$ cat config.mk
export PLATFORM = sky130hd
export DESIGN_NAME = dma_desc_engine
export DESIGN_NICKNAME = d
export VERILOG_FILES = /design/src/core/dma_desc_pkg.sv /design/src/core/dma_desc_decode.sv /design/src/core/dma_desc_engine.sv
export SDC_FILE = /design/constraint.sdc
export NUM_CORES = 2
export LEC_CHECK = 0
export ABC_AREA = 0
export BUFFER_PORTS_ARGS = -buffer_cell sky130_fd_sc_hd__buf_2
export CAP_MARGIN = 10
export CORE_ASPECT_RATIO = 1.5
export CORE_MARGIN = 2
export CORE_UTILIZATION = 60
export DETAILED_ROUTE_END_ITERATION = 16
export HOLD_SLACK_MARGIN = 0.03
export PLACE_DENSITY_LB_ADDON = 0.15
export RECOVER_POWER = 50
export SLEW_MARGIN = 20
export SYNTH_ARGS = -nofsm -noshare
export SYNTH_HDL_FRONTEND = slang
export SYNTH_SLANG_ARGS = --single-unit
$ cat constraint.sdc
create_clock -name ref_clk -period 6.48 [get_ports ref_clk]
set_input_delay 1.296 -clock ref_clk [delete_from_list [all_inputs] [get_ports ref_clk]]
set_output_delay 1.296 -clock ref_clk [all_outputs]
set_load 0.1 [all_outputs]
$ cat src/core/dma_desc_pkg.sv
package dma_desc_pkg;
    localparam int NCH = 5;
    localparam int CW = 13;
    localparam int NTRIG = 30;
    localparam int DESC_BYTES = 8;
    localparam logic [2:0] LAST_BYTE = 3'h7;
    // descriptor byte offsets and field bits
    localparam int B_SRC_HI = 0;
    localparam int B_SRC_LO = 1;
    localparam int B_DST_HI = 2;
    localparam int B_DST_LO = 3;
    localparam int B_VARIABLE_COUNT_SELECT = 4;
    localparam int B_LEN_LO = 5;
    localparam int B_MODE = 6;
    localparam int B_STEP = 7;
    localparam int VSEL_MSB = 7;
    localparam int VSEL_LSB = 5;
    localparam int LENH_MSB = 4;
    localparam int WORD_BIT = 7;
    localparam int KIND_MSB = 6;
    localparam int KIND_LSB = 5;
    localparam int TRIGGER_SELECT_MSB = 4;
    localparam int SSTEP_MSB = 7;
    localparam int SSTEP_LSB = 6;
    localparam int TSTEP_MSB = 5;
    localparam int TSTEP_LSB = 4;
    localparam int IE_BIT = 3;
    localparam int M8_BIT = 2;
    localparam int PRIO_MSB = 1;
    localparam int WLEN_MSB = 12;
    localparam int BLEN7_MSB = 6;
    // variable count codes
    localparam logic [2:0] VSEL_P1 = 3'h1;
    localparam logic [2:0] VSEL_P0 = 3'h2;
    localparam logic [2:0] VSEL_P2 = 3'h3;
    localparam logic [2:0] VSEL_P3 = 3'h4;
    localparam logic [13:0] ADD_ONE = 14'h0001;
    localparam logic [13:0] ADD_TWO = 14'h0002;
    localparam logic [13:0] ADD_THREE = 14'h0003;
    localparam logic [4:0] TRIGGER_SELECT_NONE = 5'h00;
    localparam logic [4:0] TRIGGER_SELECT_PREV = 5'h01;
    localparam logic [4:0] TRIGGER_SELECT_BASE = 5'h02;
    // register port offsets and bits
    localparam logic [2:0] R_ARM = 3'h0;
    localparam logic [2:0] R_REQ = 3'h1;
    localparam logic [2:0] R_FLAG = 3'h2;
    localparam logic [2:0] R_P0H = 3'h3;
    localparam logic [2:0] R_P0L = 3'h4;
    localparam logic [2:0] R_P1H = 3'h5;
    localparam logic [2:0] R_P1L = 3'h6;
    localparam int ABORT_BIT = 7;
    typedef enum logic [1:0] {K_SINGLE = 2'h0, K_BLOCK = 2'h1, K_RSINGLE = 2'h2, K_RBLOCK = 2'h3} kind_t;
    typedef enum logic [1:0] {S_ZERO = 2'h0, S_ONE = 2'h1, S_TWO = 2'h2, S_NEG = 2'h3} step_t;
    typedef enum logic [1:0] {P_LOW = 2'h0, P_GUAR = 2'h1, P_HIGH = 2'h2, P_TOP = 2'h3} prio_t;
    typedef enum logic [6:0] {
        ST_IDLE = 7'h01, ST_FETCH = 7'h02, ST_FWAIT = 7'h04, ST_LOAD = 7'h08,
        ST_READ = 7'h10, ST_RWAIT = 7'h20, ST_WRITE = 7'h40
    } st_t;
    typedef struct packed {
        logic [15:0] src;
        logic [15:0] dst;
        logic [2:0] vsel;
        logic [CW-1:0] len;
        logic word;
        kind_t kind;
        logic [4:0] trigger_select;
        step_t sstep;
        step_t tstep;
        logic ie;
        logic m8;
        prio_t prio;
    } desc_t;
    typedef struct packed {
        logic [15:0] addr;
        logic rd;
        logic wr;
        logic word;
        logic [15:0] wdata;
    } mem_req_t;
endpackage : dma_desc_pkg

$ cat src/core/dma_desc_decode.sv
`timescale 1ns/1ps
module dma_desc_decode import dma_desc_pkg::*; (
    input wire logic [7:0][7:0] raw,
    output desc_t desc
);
    assign desc.src = {raw[B_SRC_HI], raw[B_SRC_LO]};
    assign desc.dst = {raw[B_DST_HI], raw[B_DST_LO]};
    assign desc.vsel = raw[B_VARIABLE_COUNT_SELECT][VSEL_MSB:VSEL_LSB];
    assign desc.len = {raw[B_VARIABLE_COUNT_SELECT][LENH_MSB:0], raw[B_LEN_LO]};
    assign desc.word = raw[B_MODE][WORD_BIT];
    assign desc.kind = kind_t'(raw[B_MODE][KIND_MSB:KIND_LSB]);
    assign desc.trigger_select = raw[B_MODE][TRIGGER_SELECT_MSB:0];
    assign desc.sstep = step_t'(raw[B_STEP][SSTEP_MSB:SSTEP_LSB]);
    assign desc.tstep = step_t'(raw[B_STEP][TSTEP_MSB:TSTEP_LSB]);
    assign desc.ie = raw[B_STEP][IE_BIT];
    assign desc.m8 = raw[B_STEP][M8_BIT];
    assign desc.prio = prio_t'(raw[B_STEP][PRIO_MSB:0]);
endmodule : dma_desc_decode

$ cat src/core/dma_desc_engine.sv
`timescale 1ns/1ps
module dma_desc_engine import dma_desc_pkg::*; (
    input wire logic ref_clk,
    input wire logic rst_n,
    input wire logic [2:0] reg_addr,
    input wire logic [7:0] reg_wdata,
    input wire logic reg_wr,
    input wire logic reg_rd,
    output logic [7:0] reg_rdata,
    output mem_req_t mem_out,
    input wire logic [15:0] mem_rdata,
    input wire logic cpu_req,
    input wire logic [NTRIG-1:0] trigger_select_src,
    output logic [NCH-1:0] cpu_irq
);
    st_t st_ff;
    st_t nxt_st;
    logic [2:0] cur_ff;
    logic [2:0] idx_ff;
    logic [7:0][7:0] raw_ff;
    desc_t desc_ff [NCH];
    logic [15:0] src_ff [NCH];
    logic [15:0] dst_ff [NCH];
    logic [CW-1:0] left_ff [NCH];
    logic [NCH-1:0] first_ff;
    logic [NCH-1:0] need_ff;
    logic [NCH-1:0] arm_ff;
    logic [NCH-1:0] req_ff;
    logic [NCH-1:0] flag_ff;
    logic [NCH-1:0] irq_ff;
    logic [NCH-1:0] done_q_ff;
    logic [15:0] ptr0_ff;
    logic [15:0] ptr1_ff;
    logic [15:0] data_ff;
    logic alt_ff;
    mem_req_t mem_ff;
    logic [7:0] rdata_ff;
    desc_t dec;
    desc_t cd;
    logic [NCH-1:0] hw_trigger_select;
    logic [NCH-1:0] cur_vec;
    logic [NCH-1:0] done_vec;
    logic pick_v;
    logic pick_f;
    logic [2:0] pick_c;
    logic gnt;
    logic alive;
    logic take;
    logic rd_ev;
    logic wr_ev;
    logic done_ev;
    logic load_ev;
    logic repeat_kind;
    logic variable_count_select_on;
    logic [13:0] vn;
    logic [13:0] vtot;
    logic [CW-1:0] vcap;
    logic [15:0] fetch_addr;

    dma_desc_decode u_dec (
        .raw(raw_ff),
        .desc(dec)
    );

    function automatic logic [15:0] step_ptr(input logic [15:0] p, input step_t c, input logic w);
        logic [15:0] u;
        u = w ? 16'h0002 : 16'h0001;
        case (c)
            S_ONE: step_ptr = p + u;
            S_TWO: step_ptr = p + (u << 1);
            S_NEG: step_ptr = p - u;
            default: step_ptr = p;
        endcase
    endfunction : step_ptr

    assign cd = desc_ff[cur_ff];
    assign cur_vec = NCH'(1) << cur_ff;
    assign alive = arm_ff[cur_ff];
    assign repeat_kind = (cd.kind == K_RSINGLE) || (cd.kind == K_RBLOCK);
    // channel against cpu on each data access
    assign gnt = !cpu_req || (cd.prio == P_HIGH) || (cd.prio == P_TOP) || ((cd.prio == P_GUAR) && alt_ff);
    assign take = (st_ff == ST_IDLE) && pick_v && !pick_f;
    assign rd_ev = (st_ff == ST_READ) && alive && gnt;
    assign wr_ev = (st_ff == ST_WRITE) && alive && gnt;
    assign done_ev = wr_ev && (left_ff[cur_ff] <= CW'(1));
    assign done_vec = done_ev ? cur_vec : '0;
    assign load_ev = (st_ff == ST_LOAD);
    // channel 0 alone, channels 1-4 stride eight bytes
    assign fetch_addr = (cur_ff == 3'h0 ? ptr0_ff : ptr1_ff + 16'((cur_ff - 3'h1) * DESC_BYTES)) + 16'(idx_ff);

    // hardware trigger per channel
    for (genvar c = 0; c < NCH; c++) begin : g_trigger_select
        always_comb begin
            hw_trigger_select[c] = 1'b0;
            if (arm_ff[c] && !need_ff[c]) begin
                if (desc_ff[c].trigger_select == TRIGGER_SELECT_PREV) begin
                    hw_trigger_select[c] = done_q_ff[(c + NCH - 1) % NCH];
                end else if (desc_ff[c].trigger_select >= TRIGGER_SELECT_BASE) begin
                    hw_trigger_select[c] = trigger_select_src[5'(desc_ff[c].trigger_select - TRIGGER_SELECT_BASE)];
                end
            end
        end
    end

    // pick: fetch first, then lowest pending channel
    always_comb begin
        pick_v = 1'b0;
        pick_f = 1'b0;
        pick_c = '0;
        for (int i = NCH - 1; i >= 0; i--) begin
            if (arm_ff[i] && !need_ff[i] && req_ff[i]) begin
                pick_v = 1'b1;
                pick_c = 3'(i);
            end
        end
        for (int i = NCH - 1; i >= 0; i--) begin
            if (arm_ff[i] && need_ff[i]) begin
                pick_v = 1'b1;
                pick_f = 1'b1;
                pick_c = 3'(i);
            end
        end
    end

    // variable count from first unit
    always_comb begin
        variable_count_select_on = (cd.vsel == VSEL_P1) || (cd.vsel == VSEL_P0) || (cd.vsel == VSEL_P2) || (cd.vsel == VSEL_P3);
        if (cd.word) begin
            vn = 14'(mem_rdata[WLEN_MSB:0]);
        end else if (cd.m8) begin
            vn = 14'(mem_rdata[BLEN7_MSB:0]);
        end else begin
            vn = 14'(mem_rdata[7:0]);
        end
        case (cd.vsel)
            VSEL_P1: vtot = vn + ADD_ONE;
            VSEL_P2: vtot = vn + ADD_TWO;
            VSEL_P3: vtot = vn + ADD_THREE;
            default: vtot = vn;
        endcase
        vcap = (vtot > 14'(cd.len)) ? cd.len : vtot[CW-1:0];
    end

    always_comb begin
        nxt_st = st_ff;
        case (st_ff)
            ST_IDLE: if (pick_v) nxt_st = pick_f ? ST_FETCH : ST_READ;
            ST_FETCH: if (!alive) nxt_st = ST_IDLE; else if (!cpu_req) nxt_st = ST_FWAIT;
            ST_FWAIT: nxt_st = (idx_ff == LAST_BYTE) ? ST_LOAD : ST_FETCH;
            ST_LOAD: nxt_st = ST_IDLE;
            ST_READ: if (!alive) nxt_st = ST_IDLE; else if (gnt) nxt_st = ST_RWAIT;
            ST_RWAIT: nxt_st = ST_WRITE;
            ST_WRITE: begin
                if (!alive) begin
                    nxt_st = ST_IDLE;
                end else if (gnt) begin
                    // block kinds run the whole count
                    nxt_st = (!done_ev && cd.kind == K_BLOCK) || (!done_ev && cd.kind == K_RBLOCK) ? ST_READ : ST_IDLE;
                end
            end
            default: nxt_st = ST_IDLE;
        endcase
    end

    // sequencer
    always_ff @(posedge ref_clk or negedge rst_n) begin
        if (!rst_n) begin
            st_ff <= ST_IDLE;
            cur_ff <= '0;
            idx_ff <= '0;
            raw_ff <= '0;
            data_ff <= '0;
            alt_ff <= 1'b0;
        end else begin
            st_ff <= nxt_st;
            if (st_ff == ST_IDLE && pick_v) begin
                cur_ff <= pick_c;
                idx_ff <= '0;
            end
            if (st_ff == ST_FWAIT) begin
                raw_ff[idx_ff] <= mem_rdata[7:0];
                idx_ff <= idx_ff + 3'h1;
            end
            if (st_ff == ST_RWAIT) begin
                data_ff <= mem_rdata;
            end
            // guaranteed level wins on a second try
            if ((st_ff == ST_READ || st_ff == ST_WRITE) && alive) begin
                alt_ff <= !gnt;
            end
        end
    end

    // memory port
    always_ff @(posedge ref_clk or negedge rst_n) begin
        if (!rst_n) begin
            mem_ff <= '0;
        end else begin
            mem_ff.rd <= 1'b0;
            mem_ff.wr <= 1'b0;
            if (st_ff == ST_FETCH && alive && !cpu_req) begin
                mem_ff.rd <= 1'b1;
                mem_ff.word <= 1'b0;
                mem_ff.addr <= fetch_addr;
            end else if (rd_ev) begin
                mem_ff.rd <= 1'b1;
                mem_ff.word <= cd.word;
                mem_ff.addr <= src_ff[cur_ff];
            end else if (wr_ev) begin
                mem_ff.wr <= 1'b1;
                mem_ff.word <= cd.word;
                mem_ff.addr <= dst_ff[cur_ff];
                mem_ff.wdata <= data_ff;
            end
        end
    end

    // per channel pointers, counts and descriptors
    always_ff @(posedge ref_clk or negedge rst_n) begin
        if (!rst_n) begin
            for (int i = 0; i < NCH; i++) begin
                desc_ff[i] <= '0;
                src_ff[i] <= '0;
                dst_ff[i] <= '0;
                left_ff[i] <= '0;
            end
            first_ff <= '0;
        end else begin
            if (load_ev) begin
                desc_ff[cur_ff] <= dec;
                src_ff[cur_ff] <= dec.src;
                dst_ff[cur_ff] <= dec.dst;
                left_ff[cur_ff] <= dec.len;
                first_ff[cur_ff] <= 1'b1;
            end
            if (st_ff == ST_RWAIT && first_ff[cur_ff] && variable_count_select_on) begin
                left_ff[cur_ff] <= vcap;
            end
            if (wr_ev) begin
                first_ff[cur_ff] <= 1'b0;
                src_ff[cur_ff] <= step_ptr(src_ff[cur_ff], cd.sstep, cd.word);
                dst_ff[cur_ff] <= step_ptr(dst_ff[cur_ff], cd.tstep, cd.word);
                left_ff[cur_ff] <= left_ff[cur_ff] - CW'(1);
                if (done_ev) begin
                    left_ff[cur_ff] <= '0;
                    if (repeat_kind) begin
                        src_ff[cur_ff] <= cd.src;
                        dst_ff[cur_ff] <= cd.dst;
                        left_ff[cur_ff] <= cd.len;
                        first_ff[cur_ff] <= 1'b1;
                    end
                end
            end
        end
    end

    // arm, request and done flags
    always_ff @(posedge ref_clk or negedge rst_n) begin
        if (!rst_n) begin
            arm_ff <= '0;
            need_ff <= '0;
            req_ff <= '0;
            flag_ff <= '0;
        end else begin
            if (done_ev && !repeat_kind) begin
                arm_ff[cur_ff] <= 1'b0;
            end
            if (load_ev) begin
                need_ff[cur_ff] <= 1'b0;
            end
            if (reg_wr && reg_addr == R_ARM) begin
                if (reg_wdata[ABORT_BIT]) begin
                    arm_ff <= arm_ff & ~reg_wdata[NCH-1:0];
                end else begin
                    arm_ff <= reg_wdata[NCH-1:0];
                    need_ff <= (need_ff & reg_wdata[NCH-1:0]) | (reg_wdata[NCH-1:0] & ~arm_ff);
                end
            end
            // software bit or hardware source, set wins
            req_ff <= (req_ff & ~(take ? cur_vec : '0)) | hw_trigger_select
                | ((reg_wr && reg_addr == R_REQ) ? reg_wdata[NCH-1:0] : '0);
            flag_ff <= (flag_ff & ~((reg_wr && reg_addr == R_FLAG) ? reg_wdata[NCH-1:0] : '0)) | done_vec;
        end
    end

    // completion pulses
    always_ff @(posedge ref_clk or negedge rst_n) begin
        if (!rst_n) begin
            irq_ff <= '0;
            done_q_ff <= '0;
        end else begin
            done_q_ff <= done_vec;
            irq_ff <= cd.ie ? done_vec : '0;
        end
    end

    // register port
    always_ff @(posedge ref_clk or negedge rst_n) begin
        if (!rst_n) begin
            ptr0_ff <= '0;
            ptr1_ff <= '0;
            rdata_ff <= '0;
        end else begin
            if (reg_wr) begin
                if (reg_addr == R_P0H) begin
                    ptr0_ff[15:8] <= reg_wdata;
                end else if (reg_addr == R_P0L) begin
                    ptr0_ff[7:0] <= reg_wdata;
                end else if (reg_addr == R_P1H) begin
                    ptr1_ff[15:8] <= reg_wdata;
                end else if (reg_addr == R_P1L) begin
                    ptr1_ff[7:0] <= reg_wdata;
                end
            end
            rdata_ff <= '0;
            if (reg_rd) begin
                if (reg_addr == R_ARM) begin
                    rdata_ff <= 8'(arm_ff);
                end else if (reg_addr == R_REQ) begin
                    rdata_ff <= 8'(req_ff);
                end else if (reg_addr == R_FLAG) begin
                    rdata_ff <= 8'(flag_ff);
                end else if (reg_addr == R_P0H) begin
                    rdata_ff <= ptr0_ff[15:8];
                end else if (reg_addr == R_P0L) begin
                    rdata_ff <= ptr0_ff[7:0];
                end else if (reg_addr == R_P1H) begin
                    rdata_ff <= ptr1_ff[15:8];
                end else if (reg_addr == R_P1L) begin
                    rdata_ff <= ptr1_ff[7:0];
                end
            end
        end
    end

    assign reg_rdata = rdata_ff;
    assign mem_out = mem_ff;
    assign cpu_irq = irq_ff;
endmodule : dma_desc_engine

## Yosys cells after proc, flatten, opt, wreduce, memory -nomap -nowiden

Index checks and enable logic that the tools add are counted.

| word-level totals | value |
|---|---|
| logic and storage cells | 432 |
| flip-flop bits (word level) | 749 |
| input port bits | 62 |
| output and inout port bits | 48 |

| cells by class | value |
|---|---|
| bitwise operators | 27 |
| $add $sub $neg | 19 |
| equality and inequality tests | 39 |
| reductions and logical operators | 67 |
| magnitude comparators | 18 |
| mux-type cells | 156 |
| shifts and indexed selects | 1 |

Operators by type and width:

| kind | count |
|---|---|
| 2-to-1 mux 80 bit | 8 |
| bitwise mux 80 bit | 6 |
| 2-to-1 mux 65 bit | 5 |
| bitwise mux 320 bit | 1 |
| bitwise mux 65 bit | 4 |
| binary-select mux 64 bit (select 3 bit) | 1 |
| demux 64 bit (select 3 bit) | 1 |
| 2-to-1 mux 64 bit | 3 |
| 2-to-1 mux 16 bit | 10 |
| binary-select mux 16 bit (select 3 bit) | 2 |
| one-hot mux 16 bit (3 select lines) | 2 |
| 2-to-1 mux 5 bit | 17 |
| 2-to-1 mux 8 bit | 10 |
| AND 65 bit | 1 |
| 2-to-1 mux 13 bit | 5 |
| inverter 65 bit | 1 |
| bitwise mux 64 bit | 1 |
| 2-to-1 mux 7 bit | 7 |
| adder 16 bit | 3 |
| demux 16 bit (select 3 bit) | 1 |
| 2-to-1 mux 1 bit | 43 |
| one-hot mux 14 bit (3 select lines) | 1 |
| one-hot mux 7 bit (6 select lines) | 1 |
| AND 5 bit | 8 |
| other kinds (59) | 185 |

## Logic depth before layout (Yosys ltp)

| logic depth | value |
|---|---|
| depth after elaboration | 20 |
| mapped depth | 26 |
| mapped depth without buffers | 22 |

## By module

From an unflattened synthesis, not the netlist that was laid out.

| unflattened totals | value |
|---|---|
| cells, all modules | 4,763 |
| area, all modules | 42,834.8 um^2 |

Modules (own cells, without submodules):

| module | instances | cells an instance | sequential area each (um^2) | area an instance (um^2) |
|---|---|---|---|---|
| dma_desc_engine | 1 | 4,699 | 18,744.2 | 42,354.4 |
| dma_desc_decode | 1 | 64 | 0.0 | 480.5 |

## Worst setup path after synthesis

Ideal clock, no wire load.

| path | value |
|---|---|
| kind | register to register |
| start | register cur_ff[0] |
| end | register left_ff[10] in the netlist's numbering |
| period minus slack after synthesis | 5.062 ns |
| arrival | 4.926 ns |
| setup time | 0.136 ns |
| data required time | 6.344 ns |
| stages on the path, launching flop included | 23 |
| slack | 1.418 ns |
| path buffers | 3 |
| cell sequence | dfrtp_1 > buf_4 > mux2i_1 > a2111oi_0 > nor3_2 > nor3_1 > inv_1 > fa_1 > nand4b_1 > o32a_1 > nor2_1 > mux2i_1 > ha_1 > nor2b_1 > o21ai_0 > nand2_1 > o21a_1 > o21ba_1 > buf_6 > clkbuf_1 > o22ai_1 > a221oi_1 > o21ai_0 |

| on the way | value |
|---|---|
| longest elaborated chain between the ends | 18 |
| elaborated cells on any way between the ends | 59 |
| classes of those cells | add/sub: 4; order compare: 4; eq/ne: 9; mux: 25; bitwise: 3; reduce/logical: 14 |

Ends and longest elaborated chain:

| item | line | source |
|---|---|---|
| start: declaration | dma_desc_engine.sv:18 | `logic [2:0] cur_ff;` |
| start signal: assignment | dma_desc_engine.sv:177 | `cur_ff <= pick_c;` |
| inverter 3 -> 4 bit (not written as such) | -- |  |
| binary-select mux 64 bit (select 3 bit) | dma_desc_engine.sv:76 | `assign cd = desc_ff[cur_ff];` |
| 2-to-1 mux 64 bit (not written as such) (2 in series) | dma_desc_engine.sv:76 |  |
| 2-to-1 mux 8 bit | dma_desc_engine.sv:130 | `end else if (cd.m8) begin` |
| 2-to-1 mux 13 bit | dma_desc_engine.sv:128 | `if (cd.word) begin` |
| adder 14 x 2 -> 14 bit, or another cell as far along | dma_desc_engine.sv:138 | `VSEL_P3: vtot = vn + ADD_THREE;` |
| one-hot mux 14 bit (3 select lines) | dma_desc_engine.sv:135 | `case (cd.vsel)` |
| > comparator 14 x 13 -> 1 bit | dma_desc_engine.sv:141 | `vcap = (vtot > 14'(cd.len)) ? cd.len : vtot[CW-1:0];` |
| 2-to-1 mux 13 bit | dma_desc_engine.sv:141 |  |
| bitwise mux 65 bit | dma_desc_engine.sv:237 | `left_ff[cur_ff] <= vcap;` |
| 2-to-1 mux 65 bit | dma_desc_engine.sv:236 | `if (st_ff == ST_RWAIT && first_ff[cur_ff] && variable_count_select_on) begin` |
| bitwise mux 65 bit | dma_desc_engine.sv:243 | `left_ff[cur_ff] <= left_ff[cur_ff] - CW'(1);` |
| AND 65 bit (no source line) | -- |  |
| bitwise mux 65 bit | dma_desc_engine.sv:249 | `left_ff[cur_ff] <= cd.len;` |
| 2-to-1 mux 65 bit | dma_desc_engine.sv:246 | `if (repeat_kind) begin` |
| 2-to-1 mux 65 bit | dma_desc_engine.sv:244 | `if (done_ev) begin` |
| 2-to-1 mux 65 bit * | dma_desc_engine.sv:239 | `if (wr_ev) begin` |
| end signal: indexed assignment | dma_desc_engine.sv:237 |  |
| end signal: indexed assignment | dma_desc_engine.sv:243 |  |
| end signal: indexed assignment | dma_desc_engine.sv:249 |  |
| end: declaration | dma_desc_engine.sv:24 | `logic [CW-1:0] left_ff [NCH];` |

Every way passes the cells marked *; elsewhere a longest branch is shown, timed or not. The select of a mux whose other input is x is not followed.
A chain may end at the register's enable or synchronous reset.

## Final worst setup path

| path | value |
|---|---|
| start | register cur_ff[0] |
| end | register left_ff[3] in the netlist's numbering |

Same word-level chain as after synthesis.

==> impl_metrics.ini <==
[critical_path]
cp-startpoint = cur_ff[0]
cpMaxStageDelayCell = a2bb2oi_1
r2r_cells = 22
cp_data_arrival_time_ns = 6.79
rr_startpoint = cur_ff[0]
setup.worst_path.end = left_ff[3]
path_max_fanout = 12
cpPeakStageDelay_ns = 0.71
path_cells = mux2i_1, a2111oi_0, nor3_2, nor3_1, inv_1, fa_1, nand4b_1, o32a_1, a21o_1, xor2_1, buf_4, inv_1, ha_1, a21oi_1, nor2b_1, o21ai_0, nand2_1, o21a_1, o21ba_1, a2bb2oi_1, a2bb2oi_1, o21ai_0
critPathTopFamily = compound AO/OA/AOI/OAI gates
cp.depth = 22
regToRegSetupSlack_ns = 0.19
worst_setup_path_start_kind = flip-flop
crit_path_end_kind = flip-flop
crit_required_ns = 6.97
crit_buf_inv = 3
critPathKind = flip-flop to flip-flop
r2r_end = left_ff[3]

[pwr]
internal_power_mw = 9.07
p_per_area_mw_per_mm2 = 331
pwr-share-comb_pct = 36.7
p_clk_share_pct = 29.3
seq_power_share_pct = 34.1
switching_share_pct = 40.4
p_total_mw = 15.2
peakVddDrop_mv = 0.481
cellLeakagePower_nw = 21.4
power.switching_mw = 6.15

[yosys]
synthCells = 4675
synth.avg_cell_area_um2 = 8.94
synthDistinctLibCells = 88
synth-edff-count = 0
synthFlopType = dfrtp_1
ys_ff_latch = 749
synthArstFlopShare_pct = 100
synth_nets = 4827
seq_area_frac_synth_pct = 44.8
synthesis.area_mm2 = 0.0418
synth_warnings = 0
yosys.area.top_type = dfrtp_1
synth_area_leaders = dfrtp_1 (45%), nand2_1 (12%), a21oi_1 (3.8%), mux2_2 (3.7%), mux2i_1 (3.4%)
synth_top_area_share_pct = 44.8

[routing]
routed_wl_um = 163000
final_antenna_net_count = 0
avgViaCountPerCell = 6.88
vias = 38929
firstDrtPassIters = 7
wl_per_cell_um = 28.9
drc = 0
drt-initial-drc-count = 4901

[sta]
post-route-period-util_pct = 97.1
min_period_ns = 6.29
fin_skew_ns = 0.0343
max_freq_mhz = 159
slew-limit-headroom_pct = -178
whs_ns = 0.465
finalHoldViolCount = 0
tns_ns = 0
tightest_slew_ns = 4.17
grt_setup_unrepaired = no
setup_viol = 0
drv_slew = 673

[clocking]
h-tree-depth = 3
clock-sinks = 749
clock_path_buffers = 3
cts_resized = 0
post_cts_buffers = 0
clk_pin_slew_ns = 0.07
clk_latency_ns = 0.66
hold_buffers = 0
root_buffer = clkbuf_16
cts-buffers-inserted = 75
cts_tree = yes

[grt]
grt_pass1_wl_um = 244000
grt_use_total_pct = 45.9
grt_overflow = 0
antenna_found_initial = 4
grt_pass1_vias = 38629
grt_start_max_net_pins = 163

[place]
dpl_cell_area_mm2 = 0.0436
place_congestion = 1.01
io_buffers = 109
dp_hpwl_um = 109000

[floorplanning]
die_w_um = 220
die_y_um = 327
io_pins = 110
core_area_mm2 = 0.0689
initial_utilization_pct = 60.6
rows = 118
die-area_mm2 = 0.0719

[final_layout]
fin_nets = 4850
layout_commonest_cell = nand2_1
layout_common_cells = nand2_1 (1,288), dfrtp_1 (745), a21oi_1 (315), nor2_1 (279), o21ai_0 (214)
area_growth_pct = 9.86
fin_area_mm2 = 0.0459
n_fill_cell = 5689
layout-drive-gt1-share_pct = 13.2

[status]
status = finished, violations left
violations = capacitance limit, slew limit

[worst_hold_path]
hold_depth = 2
worstHoldPathType = flip-flop to flip-flop

[job]
drv_cap = 7
==> logic make-up after synthesis <==
logic type / Yosys count / synth area share, %
AOI/OAI and AO/OA: 1122 / 17.5
xor gates and xnor gates: 85 / 1.78
adders and majority gates: 90 / 2.82
buffers and inverters: 370 / 3.61
DFF: 749 / 44.8
muxes: 341 / 10.3
and+or+nand+nor: 1918 / 19.1
==> power by group through the flow <==
stage          sequential, mW  clock (mW)  combinational [mW]
3_3_place_gp             5.25           0                5.30
5_1_grt                  5.20        4.65                5.83
4_1_cts                  5.17        4.45                5.36
6_report                 5.18        4.45                5.58
3_5_place_dp             5.26           0                5.33
2_1_floorplan            5.53           0                3.19
==> state kept, by name, summed over array words and instances, names as in the netlist, 35 cells and up <==
name	cells
src_ff	80
raw_ff	64
left_ff	65
desc_ff	320
mem_out	35
dst_ff	80
==> cells in the mapped netlist (all sizes together) (20+ instances only) <==
master and n:
a211oi 52, a21o 49, a21oi 316, a221oi 39, a22o 21, a22oi 73
a31oi 31, and3 24, buf 87, clkbuf 208, dfrtp 748, ha 83
inv 72, mux2 141, mux2i 142, mux4 58, nand2 1293, nand2b 27
nand3 60, nand3b 23, nor2 292, nor2b 27, nor3 68, o211ai 26
o21ai 218, o22a 20, o22ai 73, o31ai 20, xnor2 52, xor2 33
==> cell type report <==
type                       count  area [um^2]  share of cell area, %
multi-input combinational   3556        21700                   47.3
clock buffer                 100         2110                   4.60
tap                          900         1130                   2.45
inverter                      75          282                  0.613
clock inverter                33          325                  0.708
antenna                        3         7.51                 0.0163
timing repair buffer         241         1620                   3.52
sequential                   749        18800                   40.8
==> worst min path at each step <==
stage,from,slack (ns),to
after floorplan,data_ff[10],0.43,mem_out[10]
after global placement,data_ff[15],0.44,mem_out[15]
after detailed placement,desc_ff[108],0.45,desc_ff[108]
after CTS,desc_ff[108],0.47,desc_ff[108]
after global routing,data_ff[13],0.48,mem_out[13]
final,data_ff[13],0.47,mem_out[13]
==> routing by layer <==
layer	routed length [um]	track usage, %	up-vias
li1	-	-	16535
met1	54400	52.1	18815
met2	73100	71.1	2646
met3	17700	11.6	933
met4	18200	41.3	0
met5	0	0	-
==> tightest hold or removal path: stages, from the launching register on <==
cell and delay, ns:
dfrtp_1 0.34, nand2_1 0.05, nand2_1 0.05
==> through the flow <==
step	cells	util, %	setup slack, ns
5_1_grt	5654	66.6	0.0267
3_3_place_gp	5521	63.2	0.598
6_report	5657	66.6	0.185
2_1_floorplan	4675	-	1.42
3_5_place_dp	5521	63.2	0.454
4_1_cts	5654	66.7	0.471
Power figures use the tool's default switching activity.
